$ cat config.mk
export PLATFORM = sky130hd
export DESIGN_NAME = adp_config_regs
export DESIGN_NICKNAME = d
export VERILOG_FILES = /design/src/rtl/adp_pkg.sv /design/src/rtl/adp_dp_if.sv /design/src/rtl/adp_lsb_path.sv /design/src/rtl/adp_config_regs.sv
export SDC_FILE = /design/constraint.sdc
export NUM_CORES = 1
export LEC_CHECK = 0
export BUFFER_PORTS_ARGS = -buffer_cell sky130_fd_sc_hd__buf_2
export CAP_MARGIN = 30
export CORE_MARGIN = 2
export CORE_UTILIZATION = 44
export CTS_CLUSTER_DIAMETER = 150
export DETAILED_ROUTE_END_ITERATION = 10
export PLACE_DENSITY = 0.77
export SETUP_SLACK_MARGIN = 0.4
export SYNTH_ARGS = -nofsm -noshare
export SYNTH_HDL_FRONTEND = slang
export SYNTH_SLANG_ARGS = --single-unit
$ cat constraint.sdc
create_clock -name ref_clk_in -period 2.6 [get_ports ref_clk_in]
set_input_delay 0.65 -clock ref_clk_in [delete_from_list [all_inputs] [get_ports ref_clk_in]]
set_output_delay 0.65 -clock ref_clk_in [all_outputs]
set_load 0.1 [all_outputs]
$ cat src/rtl/adp_pkg.sv
// Package of offsets, field positions, reset values and codes of the path.
package adp_pkg;

   // ------------------------------------------------------------------
   // Bus widths.
   // ------------------------------------------------------------------
   localparam int ADDR_W = 8;
   localparam int DATA_W = 8;

   // ------------------------------------------------------------------
   // Register offsets.
   // ------------------------------------------------------------------
   localparam logic [7:0] OFS_LINK_CONTROL_0 = 8'h00;
   localparam logic [7:0] OFS_ZONE_FIELD = 8'h42;
   localparam logic [7:0] OFS_GAIN_VALUE = 8'h44;
   localparam logic [7:0] OFS_FILTER_MODE = 8'h4c;
   localparam logic [7:0] OFS_DECIMATION_CONTROL = 8'h4d;
   localparam logic [7:0] OFS_ZONE_SELECT_CONTROL = 8'h4e;
   localparam logic [7:0] OFS_GAIN_AND_REORDER_CONTROL = 8'h52;
   localparam logic [7:0] OFS_REORDER_CONTROL = 8'h72;
   localparam logic [7:0] OFS_LSB_OVERRIDE_ENABLE_REG = 8'hab;
   localparam logic [7:0] OFS_LSB_OVERRIDE_SELECT_REG = 8'had;
   localparam logic [7:0] OFS_LOGIC_RESET_CONTROL = 8'hf7;

   // ------------------------------------------------------------------
   // Field positions.
   // ------------------------------------------------------------------
   localparam int BIT_DEC_EN = 3;
   localparam int BIT_ZONE_EN = 7;
   localparam int BIT_GAIN_EN = 0;
   localparam int BIT_REORDER_A = 7;
   localparam int BIT_REORDER_B = 3;
   localparam int BIT_LSB_EN = 0;
   localparam int BIT_BLOCK_RESET = 0;
   localparam int BIT_FILT_HI = 4;
   localparam int BIT_LINK_FRAMES = 7;
   localparam int BIT_LINK_PATTERN = 4;
   localparam int BIT_LINK_FLIP = 3;
   localparam int BIT_LINK_LANE = 2;
   localparam int BIT_LINK_FRAME = 1;
   localparam int BIT_LINK_NOSEQ = 0;
   localparam logic [7:0] LINK_RW_MASK = 8'h9f;

   // ------------------------------------------------------------------
   // Reset values.
   // ------------------------------------------------------------------
   localparam logic [7:0] RST_LINK = 8'h00;
   localparam logic [3:0] RST_FILTER_MODE = 4'h2;
   localparam logic [2:0] RST_ZONE = 3'h0;
   localparam logic [6:0] RST_GAIN = 7'h00;
   localparam logic [1:0] RST_LSB_SEL = 2'h0;

   // ------------------------------------------------------------------
   // Codes.
   // ------------------------------------------------------------------
   localparam logic [3:0] FILT_LOWPASS = 4'ha;
   localparam logic [3:0] FILT_HIGHPASS = 4'he;
   localparam logic [2:0] ZONE_FIRST = 3'h0;
   localparam logic [2:0] ZONE_SECOND = 3'h1;
   localparam logic [2:0] ZONE_THIRD = 3'h2;
   localparam logic [1:0] LSB_FULL_DATA = 2'h0;
   localparam logic [1:0] LSB_FAST_FLAG = 2'h3;

   // Nyquist zone as decoded for the interleaving correction.
   typedef enum logic [1:0] {
      ZONE_NONE,
      ZONE_1,
      ZONE_2,
      ZONE_3
   } adp_zone_e;

endpackage : adp_pkg

$ cat src/rtl/adp_dp_if.sv
// Interface carrying control from the register bank to the data path.
`timescale 1ns/1ps
interface adp_dp_if;
   logic override_en;
   logic block_reset;

   modport ctrl (output override_en, output block_reset);
   modport dpath (input override_en, input block_reset);
endinterface : adp_dp_if

$ cat src/rtl/adp_lsb_path.sv
// Per-channel output stage that can swap the data LSB for the fast flag.
`timescale 1ns/1ps
module adp_lsb_path #(
   parameter int CH = 2,
   parameter int DW = 16
) (
   input wire logic ref_clk_in,
   input wire logic rst_in,
   adp_dp_if.dpath cfg,
   input wire logic [CH*DW-1:0] ch_data_in,
   input wire logic [CH-1:0] fast_overrange_flag_in,
   output logic [CH*DW-1:0] ch_data_out
);

   logic [CH*DW-1:0] data_d;
   logic [CH*DW-1:0] data_q;

   // ------------------------------------------------------------------
   // Channel stage.
   // ------------------------------------------------------------------

   // Each channel takes its own flag; the block reset clears the stage.
   for (genvar c = 0; c < CH; c++) begin : g_ch
      always_comb begin
         if (cfg.block_reset) begin
            data_d[c*DW +: DW] = '0;
         end else if (cfg.override_en) begin
            data_d[c*DW +: DW] = {ch_data_in[c*DW+1 +: DW-1],
               fast_overrange_flag_in[c]};
         end else begin
            data_d[c*DW +: DW] = ch_data_in[c*DW +: DW];
         end
      end
   end

   // Registers the channel words.
   always_ff @(posedge ref_clk_in or posedge rst_in) begin
      if (rst_in) begin
         data_q <= '0;
      end else begin
         data_q <= data_d;
      end
   end

   assign ch_data_out = data_q;

endmodule : adp_lsb_path

$ cat src/rtl/adp_config_regs.sv
// Configuration registers of the converter's main digital data path.
//
// Implementation choice: strobed register access.
`timescale 1ns/1ps
module adp_config_regs #(
   parameter int CH = 2,
   parameter int DW = 16
) (
   input wire logic ref_clk_in,
   input wire logic rst_in,
   input wire logic [adp_pkg::ADDR_W-1:0] reg_addr_in,
   input wire logic [adp_pkg::DATA_W-1:0] reg_wdata_in,
   input wire logic reg_wr_in,
   input wire logic reg_rd_in,
   output logic [adp_pkg::DATA_W-1:0] reg_rdata_out,
   input wire logic [CH*DW-1:0] ch_data_in,
   input wire logic [CH-1:0] fast_overrange_flag_in,
   output logic [CH*DW-1:0] ch_data_out,
   output logic filter_highpass_out,
   output logic filter_mode_bad_out,
   output logic [1:0] zone_out,
   output logic [6:0] fine_gain_out,
   output logic bus_order_map_enable_out,
   output logic logic_block_reset_out,
   output logic frames_per_multiframe_ctrl_out,
   output logic transport_pattern_enable_out,
   output logic flip_data_out,
   output logic lane_align_insert_out,
   output logic frame_align_insert_out,
   output logic initial_sequence_disable_out
);

   // ------------------------------------------------------------------
   // Declarations.
   // ------------------------------------------------------------------
   logic [7:0] link_q, link_d;
   logic [3:0] filt_mode_q, filt_mode_d;
   logic decimation_ctrl_enable_q, decimation_ctrl_enable_d;
   logic [2:0] zone_field_q, zone_field_d;
   logic zone_en_q, zone_en_d;
   logic [6:0] gain_q, gain_d;
   logic fine_gain_enable_q, fine_gain_enable_d;
   logic reorder_a_q, reorder_a_d;
   logic reorder_b_q, reorder_b_d;
   logic lsb_en_q, lsb_en_d;
   logic [1:0] lsb_sel_q, lsb_sel_d;
   logic logic_block_reset_q, logic_block_reset_d;
   logic [7:0] rdata_q, rdata_d;
   logic filt_hp_q, filt_hp_d;
   logic filt_bad_q, filt_bad_d;
   adp_pkg::adp_zone_e zone_q, zone_d;
   logic [6:0] eff_gain_q, eff_gain_d;
   logic reorder_en_q, reorder_en_d;

   adp_dp_if dp ();

   // ------------------------------------------------------------------
   // Register writes.
   // ------------------------------------------------------------------

   // Computes the next register contents from a write strobe.
   always_comb begin
      link_d = link_q;
      filt_mode_d = filt_mode_q;
      decimation_ctrl_enable_d = decimation_ctrl_enable_q;
      zone_field_d = zone_field_q;
      zone_en_d = zone_en_q;
      gain_d = gain_q;
      fine_gain_enable_d = fine_gain_enable_q;
      reorder_a_d = reorder_a_q;
      reorder_b_d = reorder_b_q;
      lsb_en_d = lsb_en_q;
      lsb_sel_d = lsb_sel_q;
      logic_block_reset_d = 1'b0;
      if (reg_wr_in) begin
         case (reg_addr_in)
            adp_pkg::OFS_LINK_CONTROL_0: begin
               link_d = reg_wdata_in & adp_pkg::LINK_RW_MASK;
            end
            adp_pkg::OFS_FILTER_MODE: begin
               filt_mode_d = {reg_wdata_in[adp_pkg::BIT_FILT_HI],
                  reg_wdata_in[2:0]};
            end
            adp_pkg::OFS_DECIMATION_CONTROL: begin
               decimation_ctrl_enable_d =
                  reg_wdata_in[adp_pkg::BIT_DEC_EN];
            end
            adp_pkg::OFS_ZONE_FIELD: begin
               zone_field_d = reg_wdata_in[2:0];
            end
            adp_pkg::OFS_ZONE_SELECT_CONTROL: begin
               zone_en_d = reg_wdata_in[adp_pkg::BIT_ZONE_EN];
            end
            adp_pkg::OFS_GAIN_VALUE: begin
               gain_d = reg_wdata_in[6:0];
            end
            adp_pkg::OFS_GAIN_AND_REORDER_CONTROL: begin
               fine_gain_enable_d = reg_wdata_in[adp_pkg::BIT_GAIN_EN];
               reorder_a_d = reg_wdata_in[adp_pkg::BIT_REORDER_A];
            end
            adp_pkg::OFS_REORDER_CONTROL: begin
               reorder_b_d = reg_wdata_in[adp_pkg::BIT_REORDER_B];
            end
            adp_pkg::OFS_LSB_OVERRIDE_ENABLE_REG: begin
               lsb_en_d = reg_wdata_in[adp_pkg::BIT_LSB_EN];
            end
            adp_pkg::OFS_LSB_OVERRIDE_SELECT_REG: begin
               lsb_sel_d = reg_wdata_in[1:0];
            end
            adp_pkg::OFS_LOGIC_RESET_CONTROL: begin
               logic_block_reset_d =
                  reg_wdata_in[adp_pkg::BIT_BLOCK_RESET];
            end
            default: begin
               link_d = link_q;
            end
         endcase
      end
   end

   // Holds the register contents.
   always_ff @(posedge ref_clk_in or posedge rst_in) begin
      if (rst_in) begin
         link_q <= adp_pkg::RST_LINK;
         filt_mode_q <= adp_pkg::RST_FILTER_MODE;
         decimation_ctrl_enable_q <= 1'b0;
         zone_field_q <= adp_pkg::RST_ZONE;
         zone_en_q <= 1'b0;
         gain_q <= adp_pkg::RST_GAIN;
         fine_gain_enable_q <= 1'b0;
         reorder_a_q <= 1'b0;
         reorder_b_q <= 1'b0;
         lsb_en_q <= 1'b0;
         lsb_sel_q <= adp_pkg::RST_LSB_SEL;
         logic_block_reset_q <= 1'b0;
      end else begin
         link_q <= link_d;
         filt_mode_q <= filt_mode_d;
         decimation_ctrl_enable_q <= decimation_ctrl_enable_d;
         zone_field_q <= zone_field_d;
         zone_en_q <= zone_en_d;
         gain_q <= gain_d;
         fine_gain_enable_q <= fine_gain_enable_d;
         reorder_a_q <= reorder_a_d;
         reorder_b_q <= reorder_b_d;
         lsb_en_q <= lsb_en_d;
         lsb_sel_q <= lsb_sel_d;
         logic_block_reset_q <= logic_block_reset_d;
      end
   end

   // ------------------------------------------------------------------
   // Register reads.
   // ------------------------------------------------------------------

   // Selects read data; write-only bits and unmapped offsets give zero.
   always_comb begin
      rdata_d = 8'h00;
      if (reg_rd_in) begin
         case (reg_addr_in)
            adp_pkg::OFS_LINK_CONTROL_0: begin
               rdata_d = link_q;
            end
            adp_pkg::OFS_FILTER_MODE: begin
               rdata_d[adp_pkg::BIT_FILT_HI] = filt_mode_q[3];
               rdata_d[2:0] = filt_mode_q[2:0];
            end
            adp_pkg::OFS_DECIMATION_CONTROL: begin
               rdata_d[adp_pkg::BIT_DEC_EN] = decimation_ctrl_enable_q;
            end
            adp_pkg::OFS_ZONE_FIELD: begin
               rdata_d[2:0] = zone_field_q;
            end
            adp_pkg::OFS_ZONE_SELECT_CONTROL: begin
               rdata_d[adp_pkg::BIT_ZONE_EN] = zone_en_q;
            end
            adp_pkg::OFS_GAIN_VALUE: begin
               rdata_d[6:0] = gain_q;
            end
            adp_pkg::OFS_GAIN_AND_REORDER_CONTROL: begin
               rdata_d[adp_pkg::BIT_GAIN_EN] = fine_gain_enable_q;
            end
            adp_pkg::OFS_LSB_OVERRIDE_ENABLE_REG: begin
               rdata_d[adp_pkg::BIT_LSB_EN] = lsb_en_q;
            end
            adp_pkg::OFS_LSB_OVERRIDE_SELECT_REG: begin
               rdata_d[1:0] = lsb_sel_q;
            end
            default: begin
               rdata_d = 8'h00;
            end
         endcase
      end
   end

   // Read data stands only in the cycle after the read strobe.
   always_ff @(posedge ref_clk_in or posedge rst_in) begin
      if (rst_in) begin
         rdata_q <= 8'h00;
      end else begin
         rdata_q <= rdata_d;
      end
   end

   assign reg_rdata_out = rdata_q;

   // ------------------------------------------------------------------
   // Effective settings.
   // ------------------------------------------------------------------

   // Decodes the gated settings seen by the data path.
   always_comb begin
      filt_hp_d = 1'b0;
      filt_bad_d = 1'b0;
      if (decimation_ctrl_enable_q) begin
         case (filt_mode_q)
            adp_pkg::FILT_LOWPASS: begin
               filt_hp_d = 1'b0;
            end
            adp_pkg::FILT_HIGHPASS: begin
               filt_hp_d = 1'b1;
            end
            default: begin
               filt_bad_d = 1'b1;
            end
         endcase
      end
      zone_d = adp_pkg::ZONE_NONE;
      if (zone_en_q) begin
         case (zone_field_q)
            adp_pkg::ZONE_FIRST: zone_d = adp_pkg::ZONE_1;
            adp_pkg::ZONE_SECOND: zone_d = adp_pkg::ZONE_2;
            adp_pkg::ZONE_THIRD: zone_d = adp_pkg::ZONE_3;
            default: zone_d = adp_pkg::ZONE_NONE;
         endcase
      end
      eff_gain_d = fine_gain_enable_q ? gain_q : 7'h00;
      reorder_en_d = reorder_a_q & reorder_b_q;
   end

   // Registers the settings; the zone is outside the block reset.
   always_ff @(posedge ref_clk_in or posedge rst_in) begin
      if (rst_in) begin
         filt_hp_q <= 1'b0;
         filt_bad_q <= 1'b0;
         zone_q <= adp_pkg::ZONE_NONE;
         eff_gain_q <= 7'h00;
         reorder_en_q <= 1'b0;
      end else begin
         filt_hp_q <= filt_hp_d;
         filt_bad_q <= filt_bad_d;
         zone_q <= zone_d;
         eff_gain_q <= eff_gain_d;
         reorder_en_q <= reorder_en_d;
      end
   end

   assign filter_highpass_out = filt_hp_q;
   assign filter_mode_bad_out = filt_bad_q;
   assign zone_out = zone_q;
   assign fine_gain_out = eff_gain_q;
   assign bus_order_map_enable_out = reorder_en_q;
   assign logic_block_reset_out = logic_block_reset_q;

   // Link control bits drive the serial link directly.
   assign frames_per_multiframe_ctrl_out = link_q[adp_pkg::BIT_LINK_FRAMES];
   assign transport_pattern_enable_out = link_q[adp_pkg::BIT_LINK_PATTERN];
   assign flip_data_out = link_q[adp_pkg::BIT_LINK_FLIP];
   assign lane_align_insert_out = link_q[adp_pkg::BIT_LINK_LANE];
   assign frame_align_insert_out = link_q[adp_pkg::BIT_LINK_FRAME];
   assign initial_sequence_disable_out =
      link_q[adp_pkg::BIT_LINK_NOSEQ];

   // ------------------------------------------------------------------
   // Data path.
   // ------------------------------------------------------------------

   // Override needs both the enable and the flag code.
   assign dp.override_en = lsb_en_q &&
      (lsb_sel_q == adp_pkg::LSB_FAST_FLAG);
   assign dp.block_reset = logic_block_reset_q;

   adp_lsb_path #(
      .CH(CH),
      .DW(DW)
   ) u_lsb_path (
      .ref_clk_in(ref_clk_in),
      .rst_in(rst_in),
      .cfg(dp.dpath),
      .ch_data_in(ch_data_in),
      .fast_overrange_flag_in(fast_overrange_flag_in),
      .ch_data_out(ch_data_out)
   );

endmodule : adp_config_regs

# [After elaboration in Yosys (flattened, before gate mapping)]
# Index checks and enable logic that the tools add are counted.
[word_totals] register_bits=81 elab_cells=70
[classes] eq_ne=15 n_mux=21 bitwise=1 n_reduce_logical=14
[ops] op="== test 8 x 7 -> 1 bit, second input constant" n=7
[ops] op="two-way mux 16 bit" n=2
[ops] op="== test 8 bit, second input constant" n=3
[ops] op="AND reduction 2 bit" n=10
[ops] op="== test 4 bit, second input constant" n=2
[ops] op="zero test 8 bit" n=1
[ops] op="two-way mux 1 bit" n=8
[ops] op="two-way mux 8 bit" n=1
[ops] op="two-way mux 7 bit" n=1
[ops] op="one-hot mux 1 bit (7 select lines)" n=1
[ops] op="one-hot mux 1 bit (3 select lines)" n=2
[ops] op="one-hot mux 2 bit (3 select lines)" n=1
[ops] op="one-hot mux 1 bit (5 select lines)" n=1
[ops] op="two-way mux 2 bit" n=2
[ops] op="one-hot mux 1 bit (4 select lines)" n=1
[ops] op="== test 3 x 1 -> 1 bit, second input constant" n=1
[ops] op="== test 3 x 2 -> 1 bit, second input constant" n=1
[ops] op="zero test 3 bit" n=1
[ops] op="== test 2 bit, second input constant" n=1
[ops] op="one-hot mux 1 bit (2 select lines)" n=1
[ops] op="OR reduction 2 bit" n=1
[ops] op="bitwise AND 1 bit" n=1
[ops] op="logical AND 1 bit" n=1

# [Logic depth before layout (Yosys ltp)]
[depth] word_depth=4 depth_mapped=5 ltp_nobuf=4

# [Hierarchy]
# Synthesis repeated with hierarchy kept, for this count alone.
[unflattened] cells_unflattened=238 area_unflattened_um2=3201.8
[by_module_without_submodules] mod="adp_config_regs" n_inst=1 cells_per_inst=168 area_per_inst_um2=2159.6 seq_area_each_um2=1227.4
[by_module_without_submodules] mod="adp_lsb_path" n_inst=1 cells_per_inst=70 area_per_inst_um2=1042.2 seq_area_each_um2=800.8

# [Least setup slack after synthesis]
# OpenSTA, ideal clock, no wires.
[synth_timing] kind="input-to-reg" start="input port reg_addr_in[0] in the netlist's numbering" end="register link_q[2]" setup_ns=0.126 arrival_ns=2.285 required_ns=2.474 slack_ns=0.189 cell_stages=5 n_path_buf=1 cell_sequence="buf_2 > or4_4 > nor4b_4 > nand2_4 > mux2_4"
[synth_via] elab_chain_cells=2
[synth_rtl] element="start: declaration" line_no="adp_config_regs.sv:11" text="input wire logic [adp_pkg::ADDR_W-1:0] reg_addr_in,"
[synth_rtl] element="zero test 8 bit" line_no="adp_config_regs.sv:76" text="case (reg_addr_in)"
[synth_rtl] element="AND reduction 2 bit (no line)"
[synth_rtl] element="end signal: assignment" line_no="adp_config_regs.sv:124" text="link_q <= adp_pkg::RST_LINK;"
[synth_rtl] element="end signal: assignment" line_no="adp_config_regs.sv:137" text="link_q <= link_d;"
[synth_rtl] element="end: declaration" line_no="adp_config_regs.sv:36" text="logic [7:0] link_q, link_d;"
# No other way between the ends.
# A chain may end at the register's enable or synchronous reset.

# [Worst setup path in the final report]
[layout_timing] start="input port reg_addr_in[6] in the netlist's numbering" end="register rdata_q[0] (netlist: reg_rdata_out[0])"
[layout_via] elab_chain_cells=3 word_cells_on_any_way=9
[layout_rtl] element="== test 8 bit, or another cell as far along" line_no="adp_config_regs.sv:160" text="case (reg_addr_in)"
[layout_rtl] element="one-hot mux 1 bit (7 select lines) *" line_no="adp_config_regs.sv:160"
[layout_rtl] element="two-way mux 8 bit *" line_no="adp_config_regs.sv:159" text="if (reg_rd_in) begin"
[layout_rtl] element="via rdata_d[0]" line_no="adp_config_regs.sv:48" text="logic [7:0] rdata_q, rdata_d;"
[layout_rtl] element="end signal: assignment" line_no="adp_config_regs.sv:201" text="rdata_q <= rdata_d;"
[layout_rtl] element="end: declaration" line_no="adp_config_regs.sv:48"
# The timed path passes the listed nets; every way through them passes the cells marked *.

==> results.sh <==
export IMPL_status="complete, no violations"
export IMPL_ys_warn_count=0
export IMPL_grt_max_degree=82
export IMPL_cts_hold_buf=0
export IMPL_synth_cell_types=43
export IMPL_finalMaxSlewViolations=0
export IMPL_skew_ns=0.00933
export IMPL_cts_tree="done"
export IMPL_ys_top_cells_by_count="dfrtp_1 (80), nor2b_1 (35), mux2_1 (14), nand2_1 (9), nor2_1 (9)"
export IMPL_yosysTopAreaCell="dfrtp_1"
export IMPL_avgSynthCellArea_um2=13.5
export IMPL_tightest_slew_ns=0.560
export IMPL_p_leak_uw=0.00215
export IMPL_wl_per_cell_um=16.3
export IMPL_ys_async_sr_fraction_pct=100
export IMPL_cts_inserted_buffers=9
export IMPL_antenna_found_initial=0
export IMPL_worstSetupStartpointType="primary input"
export IMPL_setup_violations=0
export IMPL_vias=2315
export IMPL_die_area_um2=7970
export IMPL_rows=31
export IMPL_grt_remaining_overflow=0
export IMPL_grt_pass1_wl_um=11600
export IMPL_place_ws_ns=0.270
export IMPL_yosysTopAreaCellShare_pct=62.6
export IMPL_area_delta_synth_final_pct=30.5
export IMPL_rsz0062_at_grt="false"
export IMPL_fmaxAchievable_ghz=0.493
export IMPL_htree_levels=3
export IMPL_ctsResizeCount=0
export IMPL_drc_errors=0
export IMPL_synth_area_um2=3200
export IMPL_clk_pin_slew_ns=0.08
export IMPL_cts_max_path_buffers=2
export IMPL_worstSetupPathType="primary input to flop"
export IMPL_layout_setup_ws_ns=0.570
export IMPL_cts_root_buf="clkbuf_8"
export IMPL_design_portCount=113
export IMPL_synth_cells=237
export IMPL_max_cap_violations=0
export IMPL_post_cts_buffers=0
export IMPL_synth_flop_cell="dfrtp_1"
export IMPL_n_antenna_cell=0
export IMPL_coreArea_um2=7140
export IMPL_grt_use_total_pct=19.7
export IMPL_arrival_ns=2.29
export IMPL_cp_required_ns=2.86
export IMPL_powerDensity_nw_per_um2=691
export IMPL_dpl_hpwl_um=5400
export IMPL_die_w_um=89.3
export IMPL_place_gp_congestion=0.876
export IMPL_synth_seq_cells=81
export IMPL_drive_gt1_share_pct=43.8
export IMPL_detail_route_antenna_nets=0
export IMPL_synth_edff_count=0
export IMPL_cts_sinks=81
export IMPL_hold_viol=0
export IMPL_io_buffer_count=112
export IMPL_synth_most_common_cell="dfrtp_1"
export IMPL_start_util_pct=44.8
export IMPL_clk_latency_ns=0.35
export IMPL_first_global_vias=2285
export IMPL_min_period_ns=2.03
export IMPL_drt_iter0_drc=129
export IMPL_fin_setup_tns_ns=0
export IMPL_vias_per_cell=5.01
export IMPL_finalCritPeriodShare_pct=78.1
export IMPL_ys_top_cells_by_area="dfrtp_1 (63%), nor2b_1 (6.8%), mux2_1 (4.9%)"
export IMPL_endpoint_kind="flop"
export IMPL_nFillCells=631
export IMPL_relSlewSlack_pct=61.7
export IMPL_yosysSeqAreaShare_pct=63.4
export IMPL_die_y_um=89.3
export IMPL_syn_nets=291
export IMPL_first_pass_iters=4
export IMPL_peakVddDrop_mv=0.365
export IMPL_min_path_type="primary input to async pin"
export IMPL_holdWs_ns=0.422
export IMPL_critPathMaxFanout=8
export IMPL_finalNetCount=412
export IMPL_postRouteWirelength_um=7510
==> power by group <==
part | internal [uW] | total (uW) | switching [uW]
Sequential | 1310 | 1330 | 25.5
Combinational | 93.3 | 431 | 337
Clock | 667 | 1120 | 454
==> per-layer routing <==
layer,GRT usage (%),wire length [um]
met2,32.7,3650
met5,0,0
met3,6.00,645
met4,5.56,58
met1,25.1,3160
==> placed cells by master, fill, tap and decap left out, types with 2 or more instances in the layout <==
cell type / Yosys / routed
nor3_2: 0 / 2
or3b_1: 2 / 2
nand4_1: 2 / 2
nand2_1: 9 / 8
nor2_1: 9 / 9
nor3_1: 6 / 4
or4b_1: 2 / 2
dfrtp_1: 80 / 80
buf_2: 1 / 112
a22oi_1: 5 / 5
and3_1: 3 / 3
mux2i_1: 4 / 4
buf_4: 0 / 6
mux2_2: 8 / 8
a32oi_1: 2 / 2
bufinv_16: 0 / 3
a21oi_1: 3 / 3
mux2_1: 14 / 14
inv_1: 3 / 2
nor2b_1: 35 / 35
nand3b_1: 2 / 2
clkinv_4: 0 / 2
mux2_4: 6 / 6
clkinvlp_4: 0 / 2
nand3_1: 4 / 4
clkbuf_8: 0 / 10
and2_1: 8 / 8
nand2b_1: 3 / 3
==> cell type report <==
cell class / count / area (um^2) / area share (%)
flip-flops and latches: 81 / 2030 / 48.6
multi-input cells: 144 / 1130 / 27.1
repair buffers: 119 / 626 / 15.0
clock buffers: 10 / 138 / 3.30
well taps: 99 / 124 / 2.97
clock inverters: 6 / 115 / 2.76
inverters: 3 / 15.0 / 0.360
==> state kept, by name, summed over array words and instances, names as in the netlist, 3 cells and up <==
| name | flops |
|---|---|
| u_lsb_path.ch_data_out | 32 |
| gain_q | 7 |
| fine_gain_out | 7 |
| reg_rdata_out | 8 |
| filt_mode_q | 4 |
| link_q | 6 |
| zone_field_q | 3 |
==> path summary, 6_finish.rpt <==
path	start	end	slack, ns	cells past startpoint
min	rst_in	fine_gain_out[5]$_DFF_PP0_	0.42	3
max in group asynchronous	rst_in	filt_mode_q[1]$_DFFE_PP1P_	1.84	3
max	reg_addr_in[6]	reg_rdata_out[0]$_DFF_PP0_	0.57	6
min reg2reg	gain_q[5]$_DFFE_PP0P_	fine_gain_out[5]$_DFF_PP0_	0.49	1
min in group ref_clk_in	gain_q[5]$_DFFE_PP0P_	fine_gain_out[5]$_DFF_PP0_	0.49	1
max reg2reg	link_q[0]$_DFFE_PP0P_	reg_rdata_out[0]$_DFF_PP0_	1.44	3
==> metrics by stage <==
stage / cells / area (um^2) / util [%] / total power, uW
after floorplan: 237 / 3220 / - / 1680
after global placement: 446 / 3920 / 55.0 / 1790
after detailed placement: 446 / 3920 / 55.0 / 1790
after CTS: 462 / 4180 / 58.5 / 2910
after global routing: 462 / 4180 / 58.5 / 3000
final: 462 / 4180 / 58.5 / 2880
==> critical path: stages <==
cell,delay [ns]
buf_2,0.16
or3b_1,0.52
a2111oi_0,0.50
buf_4,0.22
o41ai_1,0.07
a31oi_1,0.16
==> cells by family (layout without fill, tap and decap cells) <==
family / after synthesis / count (layout) / share of synthesized area [%]
and+or+nand+nor: 92 / 92 / 18.3
DFF: 81 / 81 / 63.4
muxes: 32 / 32 / 11.8
AOI/OAI and AO/OA: 19 / 19 / 4.50
buffers and inverters: 12 / 138 / 1.68
xor gates and xnor gates: 1 / 1 / 0.274
(Power assumes the default switching activity.)
